### config.mk
export PLATFORM = sky130hd
export DESIGN_NAME = quadrature_encoder_trigger_rescaler
export DESIGN_NICKNAME = d
export VERILOG_FILES = /design/src/rtl/qenc_pkg.sv /design/src/rtl/pulse_rate_scaler.sv /design/src/rtl/quadrature_encoder_trigger_rescaler.sv
export SDC_FILE = /design/constraint.sdc
export NUM_CORES = 1
export LEC_CHECK = 0
export BUFFER_PORTS_ARGS = -buffer_cell sky130_fd_sc_hd__buf_2
export CELL_PAD_IN_SITES_DETAIL_PLACEMENT = 0
export CELL_PAD_IN_SITES_GLOBAL_PLACEMENT = 2
export CORE_UTILIZATION = 39
export CTS_CLUSTER_SIZE = 28
export DETAILED_ROUTE_END_ITERATION = 8
export HOLD_SLACK_MARGIN = 0.15
export PLACE_DENSITY = 0.95
export SLEW_MARGIN = 30
export SYNTH_ARGS = -nofsm -noshare
export SYNTH_HDL_FRONTEND = slang
export SYNTH_HIERARCHICAL = 1
export SYNTH_SLANG_ARGS = --single-unit
### constraint.sdc
create_clock -name sys_clk -period 11.3 [get_ports sys_clk]
set_clock_uncertainty 0.15 [all_clocks]
set_input_delay 2.26 -clock sys_clk [delete_from_list [all_inputs] [get_ports sys_clk]]
set_output_delay 2.26 -clock sys_clk [all_outputs]
set_load 0.02 [all_outputs]
### src/rtl/qenc_pkg.sv
`default_nettype none

package qenc_pkg;

   // ****************************************
   // Line indices on the connector
   // ****************************************
   localparam int NUM_LINES = 6;
   localparam logic [2:0] IO_PIN_ONE = 3'h0;
   localparam logic [2:0] IO_PIN_TWO = 3'h1;
   localparam logic [2:0] IO_PIN_THREE = 3'h2;
   localparam logic [2:0] IO_PIN_FOUR = 3'h3;
   localparam logic [2:0] IO_PIN_FIVE = 3'h4;
   localparam logic [2:0] IO_PIN_SIX = 3'h5;

   // ****************************************
   // Configuration encodings
   // ****************************************
   localparam logic POSITION_MODE = 1'h0;
   localparam logic MOTION_MODE = 1'h1;
   localparam logic MUL_THEN_DIV = 1'h0;
   localparam logic DIV_THEN_MUL = 1'h1;
   localparam logic FWD_CLOCKWISE = 1'h0;
   localparam logic FWD_COUNTER_CLOCKWISE = 1'h1;
   localparam logic A_FROM_PIN_ONE = 1'h0;
   localparam logic A_FROM_PIN_THREE = 1'h1;
   localparam logic [1:0] B_UNUSED = 2'h0;
   localparam logic [1:0] B_FROM_PIN_TWO = 2'h1;
   localparam logic [1:0] B_FROM_PIN_FOUR = 2'h2;
   localparam logic EDGE_UP_ONLY = 1'h0;
   localparam logic EDGE_BOTH = 1'h1;
   localparam logic LINE_IS_INPUT = 1'h1;

   // ****************************************
   // Reset values
   // ****************************************
   localparam logic PULSE_RST = 1'h0;
   localparam logic [1:0] SYNC_RST = 2'h0;
   localparam logic FWD_RST = 1'h1;

endpackage : qenc_pkg

`default_nettype wire

### src/rtl/pulse_rate_scaler.sv
`timescale 1ns/1ps
`default_nettype none

module pulse_rate_scaler #(
   parameter int FW = 8,
   parameter int PW = 16
) (
   input wire logic sys_clk,
   input wire logic arst_n,
   input wire logic pulse_in,
   input wire logic [FW-1:0] pulse_rate_mul_factor,
   input wire logic [FW-1:0] pulse_rate_div_factor,
   input wire logic scale_order_select,
   output logic pulse_out
);

   // ****************************************
   // Stage order
   // ****************************************
   logic mul_in;
   logic div_in;
   logic mul_out_q;
   logic div_out_q;
   logic div_first;

   assign div_first = (scale_order_select == qenc_pkg::DIV_THEN_MUL);
   assign mul_in = div_first ? div_out_q : pulse_in;
   assign div_in = div_first ? pulse_in : mul_out_q;
   assign pulse_out = div_first ? mul_out_q : div_out_q;

   // ****************************************
   // Multiplier: each input adds factor pulses to a queue
   // ****************************************
   logic [FW-1:0] mul_eff;
   logic [PW:0] pend_sum;
   logic [PW-1:0] pend_q;

   assign mul_eff = (pulse_rate_mul_factor == '0) ? FW'(1) : pulse_rate_mul_factor;
   assign pend_sum = {1'h0, pend_q} + (mul_in ? (PW+1)'(mul_eff) : '0)
                     - (PW+1)'(pend_q != '0);

   always_ff @(posedge sys_clk or negedge arst_n) begin
      if (!arst_n) begin
         pend_q <= '0;
         mul_out_q <= qenc_pkg::PULSE_RST;
      end else begin
         // Saturate rather than wrap when pulses arrive too fast
         pend_q <= pend_sum[PW] ? '1 : pend_sum[PW-1:0];
         mul_out_q <= (pend_q != '0);
      end
   end

   // ****************************************
   // Divider: one pulse out per factor pulses in
   // ****************************************
   logic [FW-1:0] div_eff;
   logic [FW-1:0] div_cnt_q;
   logic div_hit;

   assign div_eff = (pulse_rate_div_factor == '0) ? FW'(1) : pulse_rate_div_factor;
   assign div_hit = (div_cnt_q >= div_eff - FW'(1));

   always_ff @(posedge sys_clk or negedge arst_n) begin
      if (!arst_n) begin
         div_cnt_q <= '0;
         div_out_q <= qenc_pkg::PULSE_RST;
      end else begin
         div_out_q <= div_in & div_hit;
         if (div_in) begin
            div_cnt_q <= div_hit ? '0 : div_cnt_q + FW'(1);
         end
      end
   end
endmodule : pulse_rate_scaler

`default_nettype wire

### src/rtl/quadrature_encoder_trigger_rescaler.sv
// Notes on behaviour
// Output mode input chooses when a valid encoder pulse is produced.
// Position mode pulses on each new increment in forward direction.
// Position mode, after reversal, pulses stay off until reversal point is passed.
// Motion mode pulses on every increment in either direction.
// Order select picks multiply-then-divide or divide-then-multiply.
// Pulse rate is multiplied by a programmable factor.
// Pulse rate is divided by a programmable factor.
// Clockwise setting: forward when phase B leads phase A.
// Counter-clockwise setting: forward when phase A leads phase B.
// Phase A comes from pin one or pin three.
// Phase B comes from pin two or pin four, or is unused.
// Software sets a source line to input before using it as a phase.
// Rising-edge setting counts only rising edges.
// Both-edge setting counts rising and falling edges.
// Line index selects one of six lines for line status access.
// Without phase B, every counted phase A edge is forward.
// Phases are synchronised before edge detection, giving one-cycle steps.
`timescale 1ns/1ps
`default_nettype none

module quadrature_encoder_trigger_rescaler #(
   parameter int FW = 8,
   parameter int PW = 16,
   parameter int BW = 16
) (
   input wire logic sys_clk,
   input wire logic arst_n,
   input wire logic [qenc_pkg::NUM_LINES-1:0] io_line_in,
   input wire logic [qenc_pkg::NUM_LINES-1:0] io_line_direction,
   input wire logic [2:0] io_line_index,
   input wire logic enc_pulse_condition_select,
   input wire logic scale_order_select,
   input wire logic [FW-1:0] pulse_rate_mul_factor,
   input wire logic [FW-1:0] pulse_rate_div_factor,
   input wire logic forward_phase_select,
   input wire logic phase_a_line_select,
   input wire logic [1:0] phase_b_line_select,
   input wire logic count_edge_select,
   output logic trigger_pulse,
   output logic enc_pulse,
   output logic enc_forward,
   output logic [BW-1:0] backlog_count,
   output logic line_level_sel,
   output logic line_is_input_sel
);

   // ****************************************
   // Phase source selection
   // ****************************************
   logic a_raw;
   logic b_raw;
   logic b_used;

   always_comb begin
      // A line not set to input contributes a steady low level
      if (phase_a_line_select == qenc_pkg::A_FROM_PIN_THREE) begin
         a_raw = io_line_in[qenc_pkg::IO_PIN_THREE]
                 & io_line_direction[qenc_pkg::IO_PIN_THREE];
      end else begin
         a_raw = io_line_in[qenc_pkg::IO_PIN_ONE]
                 & io_line_direction[qenc_pkg::IO_PIN_ONE];
      end
      unique case (phase_b_line_select)
         qenc_pkg::B_FROM_PIN_TWO: begin
            b_raw = io_line_in[qenc_pkg::IO_PIN_TWO] & io_line_direction[qenc_pkg::IO_PIN_TWO];
            b_used = 1'h1;
         end
         qenc_pkg::B_FROM_PIN_FOUR: begin
            b_raw = io_line_in[qenc_pkg::IO_PIN_FOUR] & io_line_direction[qenc_pkg::IO_PIN_FOUR];
            b_used = 1'h1;
         end
         default: begin
            b_raw = 1'h0;
            b_used = 1'h0;
         end
      endcase
   end

   // ****************************************
   // Synchronisers and edge detection
   // ****************************************
   logic [1:0] a_sync_q;
   logic [1:0] b_sync_q;
   logic a_s;
   logic b_s;
   logic a_d_q;
   logic b_d_q;

   always_ff @(posedge sys_clk or negedge arst_n) begin
      if (!arst_n) begin
         a_sync_q <= qenc_pkg::SYNC_RST;
         b_sync_q <= qenc_pkg::SYNC_RST;
         a_d_q <= qenc_pkg::PULSE_RST;
         b_d_q <= qenc_pkg::PULSE_RST;
      end else begin
         a_sync_q <= {a_sync_q[0], a_raw};
         b_sync_q <= {b_sync_q[0], b_raw};
         a_d_q <= a_s;
         b_d_q <= b_s;
      end
   end

   assign a_s = a_sync_q[1];
   assign b_s = b_sync_q[1];

   logic a_rise;
   logic a_edge;
   logic b_edge;
   logic step_valid;
   logic b_leads;
   logic step_fwd;

   assign a_rise = a_s & ~a_d_q;
   assign a_edge = a_s ^ a_d_q;
   assign b_edge = b_used & (b_s ^ b_d_q);

   always_comb begin
      // In both-edge mode, both phases moving in one cycle carries no direction; it is dropped
      if (count_edge_select == qenc_pkg::EDGE_BOTH) begin
         step_valid = (a_edge | b_edge) & ~(a_edge & b_edge);
      end else begin
         step_valid = a_rise;
      end
   end

   // Old A against new B tells which phase moved first
   assign b_leads = a_d_q ^ b_s;

   always_comb begin
      if (!b_used) begin
         step_fwd = 1'h1;
      end else if (forward_phase_select == qenc_pkg::FWD_COUNTER_CLOCKWISE) begin
         step_fwd = ~b_leads;
      end else begin
         step_fwd = b_leads;
      end
   end

   // ****************************************
   // Position tracking and pulse condition
   // ****************************************
   logic [BW-1:0] backlog_q;
   logic motion_mode;
   logic backlog_clear;
   logic enc_pulse_q;
   logic enc_forward_q;

   assign motion_mode = (enc_pulse_condition_select == qenc_pkg::MOTION_MODE);
   assign backlog_clear = (backlog_q == '0);

   always_ff @(posedge sys_clk or negedge arst_n) begin
      if (!arst_n) begin
         backlog_q <= '0;
      end else if (motion_mode) begin
         backlog_q <= '0;
      end else if (step_valid && !step_fwd && backlog_q != '1) begin
         backlog_q <= backlog_q + BW'(1);
      end else if (step_valid && step_fwd && !backlog_clear) begin
         backlog_q <= backlog_q - BW'(1);
      end
   end

   always_ff @(posedge sys_clk or negedge arst_n) begin
      if (!arst_n) begin
         enc_pulse_q <= qenc_pkg::PULSE_RST;
      end else if (motion_mode) begin
         enc_pulse_q <= step_valid;
      end else begin
         enc_pulse_q <= step_valid & step_fwd & backlog_clear;
      end
   end

   always_ff @(posedge sys_clk or negedge arst_n) begin
      if (!arst_n) begin
         enc_forward_q <= qenc_pkg::FWD_RST;
      end else if (step_valid) begin
         enc_forward_q <= step_fwd;
      end
   end

   assign enc_pulse = enc_pulse_q;
   assign enc_forward = enc_forward_q;
   assign backlog_count = backlog_q;

   // ****************************************
   // Rate scaling
   // ****************************************
   pulse_rate_scaler #(
      .FW(FW),
      .PW(PW)
   ) u_scale (
      .sys_clk(sys_clk),
      .arst_n(arst_n),
      .pulse_in(enc_pulse_q),
      .pulse_rate_mul_factor(pulse_rate_mul_factor),
      .pulse_rate_div_factor(pulse_rate_div_factor),
      .scale_order_select(scale_order_select),
      .pulse_out(trigger_pulse)
   );

   // ****************************************
   // Selected line status
   // ****************************************
   logic line_level_q;
   logic line_input_q;

   always_ff @(posedge sys_clk or negedge arst_n) begin
      if (!arst_n) begin
         line_level_q <= qenc_pkg::PULSE_RST;
         line_input_q <= qenc_pkg::PULSE_RST;
      end else if (io_line_index <= qenc_pkg::IO_PIN_SIX) begin
         line_level_q <= io_line_in[io_line_index];
         line_input_q <= (io_line_direction[io_line_index] == qenc_pkg::LINE_IS_INPUT);
      end else begin
         line_level_q <= 1'h0;
         line_input_q <= 1'h0;
      end
   end

   assign line_level_sel = line_level_q;
   assign line_is_input_sel = line_input_q;
endmodule : quadrature_encoder_trigger_rescaler

`default_nettype wire

# Word level (Yosys, flattened, before mapping)
# Index checks and enable logic that the tools add are counted.
# W data, S select, Z words.
[totals] register_bits=52 wordCells=79
[op_classes] addsub=6 magnitude_cmp=3 n_eq_ne=3 mux=24 bitwise_logic=18 n_reduce_logical=12
[op_table] op="$mux W16" n=4
[op_table] op="$mux W8" n=4
[op_table] op="$add A16 B17 Y17" n=1
[op_table] op="$sub A17 B1 Y17" n=1
[op_table] op="$add A16 B1 Y16 const B" n=1
[op_table] op="$logic_not A16 Y1" n=1
[op_table] op="$logic_not A8 Y1" n=2
[op_table] op="$ne A16 B16 Y1 const B" n=1
[op_table] op="$reduce_bool A16 Y1" n=1
[op_table] op="$sub A16 B1 Y16 const B" n=1
[op_table] op="$mux W1" n=13
[op_table] op="$and A1 B1 Y1" n=11
[op_table] op="$add A8 B1 Y8 const B" n=1
[op_table] op="$ge A8 B8 Y1" n=1
[op_table] op="$sub A8 B1 Y8 const B" n=1
[op_table] op="$bmux W1 S3" n=2
[op_table] op="$logic_and A1 B1 Y1" n=4
[op_table] op="$lt A3 B4 Y1 const B" n=1
[op_table] op="$le A3 B3 Y1 const B" n=1
[op_table] op="$not A1 Y1" n=3
[op_table] op="$reduce_bool A3 Y1" n=1
[op_table] op="$xor A1 B1 Y1" n=3
[op_table] op="$eq A2 B1 Y1 const B" n=1
[op_table] op="$eq A2 B2 Y1 const B" n=1
[op_table] op="4 further kinds" n=5

# Depth between registers and ports, before layout
# Gate-level depths: netlist of run 1.
[logic_depth] depth_word=13 ltp_mapped=16 ltp_nobuf=15

# Cells and area by module
# Netlist of run 1, hierarchy kept.
[by_module_without_submodules] module="pulse_rate_scaler" n_inst=1 cells_each=274 area_each_um2=2393.5 seq_area_each_um2=650.6
[by_module_without_submodules] module="quadrature_encoder_trigger_rescaler" n_inst=1 cells_each=200 area_each_um2=1966.9 seq_area_each_um2=651.9

# Worst setup path after synthesis of run 1
# Ideal clock, no wire load.
[synth_path] path_kind="input to register" start="in phase_b_line_select[0]" end="reg backlog_q[15], in the netlist backlog_count[15]" setup_ns=0.126 t_arrival_ns=5.273 t_required_ns=11.024 setup_slack_ns=5.750 path_stages=13 n_path_buf=0 cell_sequence="inv_1 ha_1 and2b_2 mux2i_1 nor2_1 nand2_1 ha_1 nand3_1 o211ai_1 a211oi_1 a211o_1 nor4b_1 a311o_1"
[synth_between] elab_chain_cells=12
[synth_lines] element="start: declaration" line="quadrature_encoder_trigger_rescaler.sv:38" text="input wire logic [1:0] phase_b_line_select,"
[synth_lines] element="$eq A2 B2 Y1 or $eq A2 B1 Y1 (tied branches)" line="quadrature_encoder_trigger_rescaler.sv:64" text="unique case (phase_b_line_select)"
[synth_lines] element="$reduce_or A2 Y1 (no line) *"
[synth_lines] element="$mux W1 *" line="quadrature_encoder_trigger_rescaler.sv:64"
[synth_lines] element="$and A1 B1 Y1" line="quadrature_encoder_trigger_rescaler.sv:116" text="assign b_edge = b_used & (b_s ^ b_d_q);"
[synth_lines] element="$and A1 B1 Y1" line="quadrature_encoder_trigger_rescaler.sv:121" text="step_valid = (a_edge | b_edge) & ~(a_edge & b_edge);"
[synth_lines] element="$not A1 Y1" line="quadrature_encoder_trigger_rescaler.sv:121"
[synth_lines] element="$and A1 B1 Y1" line="quadrature_encoder_trigger_rescaler.sv:121"
[synth_lines] element="$mux W1" line="quadrature_encoder_trigger_rescaler.sv:120" text="if (count_edge_select == qenc_pkg::EDGE_BOTH) begin"
[synth_lines] element="$logic_and A1 B1 Y1 (2 in a row)" line="quadrature_encoder_trigger_rescaler.sv:157" text="end else if (step_valid && !step_fwd && backlog_q != '1) begin"
[synth_lines] element="$mux W16" line="quadrature_encoder_trigger_rescaler.sv:157"
[synth_lines] element="$mux W16" line="quadrature_encoder_trigger_rescaler.sv:155" text="end else if (motion_mode) begin"
[synth_lines] element="end signal: assignment" line="quadrature_encoder_trigger_rescaler.sv:158" text="backlog_q <= backlog_q + BW'(1);"
[synth_lines] element="end signal: assignment" line="quadrature_encoder_trigger_rescaler.sv:160" text="backlog_q <= backlog_q - BW'(1);"
[synth_lines] element="end: declaration" line="quadrature_encoder_trigger_rescaler.sv:143" text="logic [BW-1:0] backlog_q;"
# Mark *: on every way between the ends. The rest lies on a longest branch, timed or not.
# A chain may end at the register's enable or synchronous reset.

# Final worst setup path of run 1
# Same ends and word-level chain as after synthesis.

==> summary.md, run 1 <==
| Metric | Value |
|---|---|
| Outcome | `complete, no violations` |
| Unrepaired setup endpoints after global routing | `no` |
| Die ar. | `0.0116 sq mm` |
| Clock Latency Late Sink | `0.31 ns` |
| Max-cap violations | `0` |
| Routed met1 length | `4520 um` |
| FF+latch area | `0.00130 sq mm` |
| Largest net degree at the start of global routing | `53` |
| Initial antenna violation count | `0` |
| Worst EP arrival | `5.85 ns` |
| Crit path max-delay cell type | `ha_1` |
| WL met3 | `261 um` |
| Slew Limit Headroom | `0.440` |
| First-pass GRT wire length | `16000 um` |
| Crit path time final | `5.80 ns` |
| Total track usage | `0.172` |
| Setup TNS | `0 ns` |
| Critical-path cell list | `buf_2, inv_1, ha_1, and2b_2, mux2i_1, nor2_1, nand2_1, ha_1, nand2_1, o21ai_0, nand3_1, a211o_1, nor4b_1, a311o_1` |
| Initial Util | `0.400` |
| Hold Crit Class | `flip-flop to flip-flop` |
| Final period util | `0.513` |
| DR WL/cell | `13.9 um` |
| Pwr Total | `1.44 mW` |
| Clock slew at reported path FFs | `0.10 ns` |
| P_leak | `2.37 nW` |
| Hold Buf Count CTS | `0` |
| Fin. Hold Viols | `0` |
| Drt total wl | `9460 um` |
| Clk buf depth | `2` |
| CTS tree | `done` |
| Slew at the pin with the worst max-slew slack | `0.838 ns` |
| Core area | `0.0109 sq mm` |
| Slowest stage delay, CP | `0.56 ns` |
| Avg Cell Area, Syn | `9.20 sq um` |
| Share of layout cells above drive strength 1 | `0.203` |
| H-tree depth | `2` |
| Bufs and invs on worst path | `2` |
| Via density | `5.31` |
| Num Clock Sinks | `52` |
| Area delta synth->final | `12.7%` |
| Residual DRC | `0` |
| Synth Register Bits | `52` |
| Setup crit end kind | `flip-flop` |
| Prevailing post-synth register cell | `dfrtp_1` |
| Dpl hpwl | `7490 um` |
| Site Rows | `38` |
| CP required | `11.35 ns` |
| Slew Limit Fails | `0` |
| Top Layer Used | `met4` |
| Ant diodes | `0` |
| Sequential area share after synthesis | `0.299` |
| Syn. warnings | `6` |
| Mapped Cells | `474` |
| Synthesized cell area | `0.00436 sq mm` |
| Crit start category | `primary input` |
| Num CTS Buffers | `5` |
| Setup bufs post-CTS | `0` |
| Critical path class | `primary input to flip-flop` |
| Net count, final | `639` |
| Worst Path Max Fanout | `17` |
| Initial drt markers | `148` |
| Top-Level Pins | `61` |
| Die Span Y | `108 um` |
| DRT Pass-1 Iters | `4` |
| Synth cell types | `62` |
| Setup Viol. Count Final | `0` |
| Delay-heaviest family, CP | `simple AND/OR/NAND/NOR gates` |
| Input/output buffers | `60` |
| Synthesized Nets | `573` |
| Multi-input gate area | `0.00284 sq mm` |
| Antenna Nets Post-Route | `0` |
| Vias in the first global route | `3445` |
| DR vias | `3616` |
| Maximum vdd drop | `149 uV` |
| FFs w/ async S/R, synth | `1.00` |
| Die width | `108 um` |
| Gr ovfl total | `0` |
| Met2 Wirelength | `4590 um` |
| Pwr dens | `292 mW/mm^2` |
| Post-CTS resize count | `0` |
| Fillers | `1079` |
| RePlAce Congestion | `0.874` |
| Root Driver | `clkbuf_8` |
| Number of synthesized flops with an enable pin | `0` |
| Fmax | `172 MHz` |
worst register-to-register path, cell delays in order (launching register included):
cell and delay [ns]:
dfrtp_1 0.40, inv_1 0.13, ha_1 0.18, nand2_1 0.08
nor4_1 0.30, nand4_1 0.23, ha_1 0.33, inv_1 0.04
ha_1 0.22, fa_1 0.42, a21o_1 0.24, a221oi_4 0.36
nor4_2 0.08, a211o_1 0.32, a211oi_2 0.63, buf_4 0.32
o31ai_1 0.10
logic make-up after synthesis:
family	after synthesis	synth area share
buffers and inverters	54	0.0499
multiplexers	10	0.0327
flip-flops	52	0.299
adder cells (fa/ha/maj)	59	0.173
AND/OR/NAND/NOR	140	0.171
AO/OA/AOI/OAI	121	0.199
XOR/XNOR	38	0.0763
cell usage after synthesis, types with 3 or more instances:
cell type | number | area share
a211o_1 | 3 | 0.0060
a211oi_1 | 7 | 0.012
a21boi_0 | 3 | 0.0052
a21o_1 | 10 | 0.017
a21oi_1 | 29 | 0.033
a22o_2 | 8 | 0.018
a31oi_1 | 6 | 0.0086
dfrtp_1 | 51 | 0.29
ha_1 | 57 | 0.16
inv_1 | 51 | 0.044
mux2_2 | 4 | 0.010
mux2i_1 | 3 | 0.0069
nand2_1 | 30 | 0.026
nand2_2 | 11 | 0.016
nand2b_1 | 6 | 0.0086
nand3_1 | 15 | 0.017
nand4_1 | 10 | 0.014
nor2_1 | 27 | 0.023
nor2b_1 | 4 | 0.0057
nor3_1 | 6 | 0.0069
nor4_1 | 9 | 0.013
o211ai_1 | 4 | 0.0069
o21a_1 | 3 | 0.0052
o21ai_0 | 17 | 0.020
o22ai_1 | 5 | 0.0072
o31ai_1 | 6 | 0.010
xnor2_1 | 18 | 0.036
xor2_1 | 20 | 0.040
layer usage:
metal | GRT usage | vias up
met3 | 0.0224 | 7
met4 | 0.0391 | 0
met2 | 0.298 | 61
met1 | 0.226 | 1707
li1 | - | 1841
met5 | 0 | -
state kept, by name, summed over array words and instances, names as in the netlist, 2 cells and up:
| register | count |
|---|---|
| backlog_count | 16 |
| a_sync_q | 2 |
| u_scale/pend_q | 16 |
| u_scale/div_cnt_q | 8 |
| b_sync_q | 2 |
final cells by class:
class	instances	share of cell area
sequential	52	0.265
inverter	51	0.0390
timing repair buffer	62	0.0642
clock buffer	6	0.0148
clock inverter	2	0.00331
tap	140	0.0357
multi-input combinational	368	0.578
cell usage in the layout, fill, tap and decap left out, drive strengths merged, types with 4 or more instances in the layout:
master	n
a211oi	10
a21o	10
a21oi	30
a22o	10
a31oi	6
buf	62
clkbuf	6
dfrtp	51
ha	57
inv	51
mux2	4
mux2i	4
nand2	41
nand2b	6
nand3	15
nand4	10
nor2	28
nor2b	4
nor3	6
nor4	10
o211ai	4
o21ai	20
o22ai	5
o31ai	6
xnor2	18
xor2	20
final timing paths:
check | startpoint | end | slack, ns | cells after the start
setup reg to reg | u_scale/pend_q[15]$_DFF_PN0_ | u_scale/pend_q[14]$_DFF_PN0_ | 6.68 | 16
min in group asynchronous | arst_n | u_scale/pend_q[7]$_DFF_PN0_ | 1.90 | 2
hold reg to reg | b_sync_q[0]$_DFF_PN0_ | b_sync_q[1]$_DFF_PN0_ | 0.21 | 0
setup / recovery | phase_b_line_select[0] | backlog_count[15]$_DFFE_PN0P_ | 5.50 | 14
hold / removal | b_sync_q[0]$_DFF_PN0_ | b_sync_q[1]$_DFF_PN0_ | 0.21 | 0
max in group asynchronous | arst_n | u_scale/pend_q[0]$_DFF_PN0_ | 8.63 | 2
where the power goes:
part / internal [mW] / total [mW] / leakage, nW / switching (mW)
combinational: 0.434 / 1.01 / 1.70 / 0.576
clock: 0.0442 / 0.107 / 0.0414 / 0.0624
sequential: 0.255 / 0.320 / 0.628 / 0.0650
stage by stage:
| stage | utilization | worst slack (ns) | cells | hold slack, ns | area [sq um] |
|---|---|---|---|---|---|
| 6_report | 0.451 | 5.50 | 681 | 0.208 | 4910 |
| 5_1_grt | 0.451 | 5.19 | 681 | 0.222 | 4910 |
| 4_1_cts | 0.451 | 5.53 | 681 | 0.208 | 4910 |
| 3_5_place_dp | 0.443 | 5.21 | 673 | 0.185 | 4820 |
| 3_3_place_gp | 0.443 | 5.29 | 673 | 0.188 | 4820 |
| 2_1_floorplan | - | 5.75 | 474 | 0.181 | 4360 |
Note: power is estimated with default switching activity, not from simulation.
==> run 2: changes to the inputs <==
ABC_AREA = 1   (was default)
CORE_UTILIZATION = 29   (was 39)
PLACE_DENSITY = 0.86   (was 0.95)
clock period = 4.9 ns   (was 11.3 ns; I/O delays follow)
==> run 2 against run 1 <==
Against the previous run: non-clock buffer count is 1 lower; register-to-register slack worse by 5.1 ns; combinational power up 150%; wire length rose by 25%; power is 150% higher; cell area increased by 13%; clock-buffer cell count fell by 1; critical path depth up 5; worst setup slack got worse by 4.1 ns; critical path type unchanged; largest cell class unchanged; largest power group unchanged; highest routed layer unchanged.
==> summary.md, run 2 <==
| Metric | Value |
|---|---|
| Outcome | `complete, no violations` |
| Synthesized Nets | `832` |
| DR WL/cell | `11.6 um` |
| Post-Route Utilization | `0.337` |
| Dpl hpwl | `9590 um` |
| Synth top cells by count | `nand2_1 (228), inv_1 (135), ha_1 (57)` |
| Logic pwr share | `0.695` |
| Reg-to-Reg End | `u_scale/pend_q[15]$_DFF_PN0_` |
| Worst EP arrival | `3.58 ns` |
| Setup crit end kind | `flip-flop` |
| Hold Buf Count CTS | `0` |
| Num Clock Sinks | `52` |
| Share of layout cells above drive strength 1 | `0.125` |
| Reg power frac | `0.198` |
| Area delta synth->final | `14.2%` |
| Final period util | `0.720` |
| Avg Cell Area, Syn | `6.66 sq um` |
| Hold Crit Class | `flip-flop to flip-flop` |
| Crit path time final | `3.53 ns` |
| Sequential area share after synthesis | `0.267` |
| Critical path endpoint | `backlog_count[11]$_DFFE_PN0P_` |
| Syn. warnings | `6` |
| Vias in the first global route | `4232` |
| Synth cell types | `40` |
| Yosys top cell by area | `dfrtp_1` |
| RR Startpoint | `u_scale/pend_q[15]$_DFF_PN0_` |
| Input/output buffers | `60` |
| CP required | `4.95 ns` |
| Net count, final | `896` |
| Setup Viol. Count Final | `0` |
| First-pass GRT wire length | `20500 um` |
| Critical-path cell list | `buf_2, inv_1, ha_1, inv_1, nand3_1, nand2_1, nand3_1, nand2_2, nand2_4, ha_1, nand2_1, inv_1, a21oi_1, nand2_1, nand3_1, nand2_1, or2_2, nand3_1, nand2_1` |
| Slew Limit Fails | `0` |
| Unrepaired setup endpoints after global routing | `no` |
| Clock power share | `0.107` |
| Largest net degree at the start of global routing | `40` |
| Commonest cells after routing, fill and taps aside | `nand2_1 (228), inv_1 (135), buf_2 (60), ha_1 (57)` |
| Prevailing post-synth register cell | `dfrtp_1` |
| Setup TNS | `0 ns` |
| Most frequent cell after synthesis | `nand2_1` |
| Ant diodes | `0` |
| Die Span Y | `132 um` |
| DR vias | `4477` |
| FFs w/ async S/R, synth | `1.00` |
| Crit path max-delay cell type | `ha_1` |
| Num CTS Buffers | `5` |
| Initial antenna violation count | `0` |
| Drt total wl | `11800 um` |
| Fin. Hold Viols | `0` |
| Slew at the pin with the worst max-slew slack | `0.539 ns` |
| Post-CTS resize count | `0` |
| Worst Path Max Fanout | `34` |
| Mapped Cells | `733` |
| RePlAce Congestion | `0.785` |
| Number of synthesized flops with an enable pin | `0` |
| Total track usage | `0.146` |
| Synth Register Bits | `52` |
| Initial Util | `0.295` |
| Crit start category | `primary input` |
| Top-Level Pins | `61` |
| Clock slew at reported path FFs | `0.08 ns` |
| Critical path class | `primary input to flip-flop` |
| Die ar. | `0.0174 sq mm` |
| Int Power | `1.67 mW` |
| Maximum vdd drop | `196 uV` |
| Slew Limit Headroom | `0.640` |
| CP Launch Point | `phase_b_line_select[0]` |
| Gr ovfl total | `0` |
| DRT Pass-1 Iters | `4` |
| R2R Setup Slk | `1.62 ns` |
| Switching Share | `0.532` |
| Core area | `0.0165 sq mm` |
| Root Driver | `clkbuf_16` |
| Most common cell after layout, fill and taps aside | `nand2_1` |
| P_leak | `3.22 nW` |
| Fmax | `283 MHz` |
| CTS tree | `done` |
| Residual DRC | `0` |
| Synthesized cell area | `0.00488 sq mm` |
| Synth top area share | `0.261` |
| Fillers | `1770` |
| Switch Pwr | `1.90 mW` |
| Worst reg2reg path depth | `17` |
| Most used cell along the critical path | `nand2_1` |
| Pwr dens | `640 mW/mm^2` |
| Die width | `132 um` |
| Site Rows | `47` |
| Slowest stage delay, CP | `0.43 ns` |
| Clk buf depth | `2` |
| H-tree depth | `2` |
| Initial drt markers | `225` |
| Clock Latency Late Sink | `0.31 ns` |
| Max-cap violations | `0` |
| Via density | `4.40` |
| Antenna Nets Post-Route | `0` |
| Synth area leaders | `dfrtp_1 (26%), nand2_1 (18%), ha_1 (15%)` |
| Setup bufs post-CTS | `0` |
[run 2: cell count changes after synthesis, moves of 6 or more]
cell / change
a211oi_1: -7
xnor2_1: -8
nor2_1: +29
nand2b_1: -6
xor2_1: -11
a22o_2: -8
inv_1: +84
a21o_1: -9
nor4_1: -8
nand3b_1: +6
nand3_1: +41
nand2_1: +198
[run 2: layout make-up]
cell class,instances,area (sq um),share of cell area
clock buffer,5,125,0.0224
clock inverter,3,27.5,0.00494
inverter,137,514,0.0922
multi-input combinational,540,3020,0.542
sequential,52,1300,0.234
tap,220,275,0.0494
timing repair buffer,61,308,0.0552
[run 2: power by group through the flow]
stage / Combinational, mW / Clock, mW / Sequential [mW]
4_1_cts: 2.52 / 0.402 / 0.707
6_report: 2.48 / 0.381 / 0.706
3_5_place_dp: 2.50 / 0 / 0.716
3_3_place_gp: 2.51 / 0 / 0.717
5_1_grt: 2.90 / 0.414 / 0.727
2_1_floorplan: 1.96 / 0 / 0.730
[run 2: kinds of logic after synthesis]
logic type	after synthesis	synth area share
AO/OA/AOI/OAI	64	0.0764
XOR/XNOR	19	0.0341
adder cells (fa/ha/maj)	59	0.154
AND/OR/NAND/NOR	398	0.355
flip-flops	52	0.267
buffers and inverters	141	0.114
[run 2: worst min path at each step]
stage                           from                    end  slack (ns)  cells past startpoint
6_report       a_sync_q[0]$_DFF_PN0_  a_sync_q[1]$_DFF_PN0_        0.21                      0
5_1_grt        a_sync_q[0]$_DFF_PN0_  a_sync_q[1]$_DFF_PN0_        0.21                      0
4_1_cts        a_sync_q[0]$_DFF_PN0_  a_sync_q[1]$_DFF_PN0_        0.21                      0
3_5_place_dp   a_sync_q[0]$_DFF_PN0_  a_sync_q[1]$_DFF_PN0_        0.19                      0
3_3_place_gp   b_sync_q[0]$_DFF_PN0_  b_sync_q[1]$_DFF_PN0_        0.18                      0
2_1_floorplan  a_sync_q[0]$_DFF_PN0_  a_sync_q[1]$_DFF_PN0_        0.18                      0
[run 2: metrics by stage]
stage	power, mW	setup slack, ns	std cells	hold slack [ns]	instance area, sq um
floorplan	2.69	1.28	733	0.181	4880
global placement	3.23	1.09	1010	0.185	5420
detailed placement	3.22	1.05	1010	0.191	5420
CTS	3.62	1.37	1018	0.208	5580
global route	4.04	1.04	1018	0.208	5580
finish	3.57	1.37	1018	0.205	5580
[run 2: layer usage]
layer	up-vias	global-route usage	wire length, um
met4	0	0.0420	146
met5	-	0	0
met3	11	0.0208	306
met2	65	0.233	5150
li1	2438	-	-
met1	1963	0.203	6240
[run 2: worst max-delay path, delay by kind of cell]
| kind | cells | cell delay (ns) |
|---|---|---|
| simple gates | 12 | 1.43 |
| fa+ha+maj | 2 | 0.72 |
| buf+inv | 4 | 0.30 |
| compound gates | 1 | 0.13 |
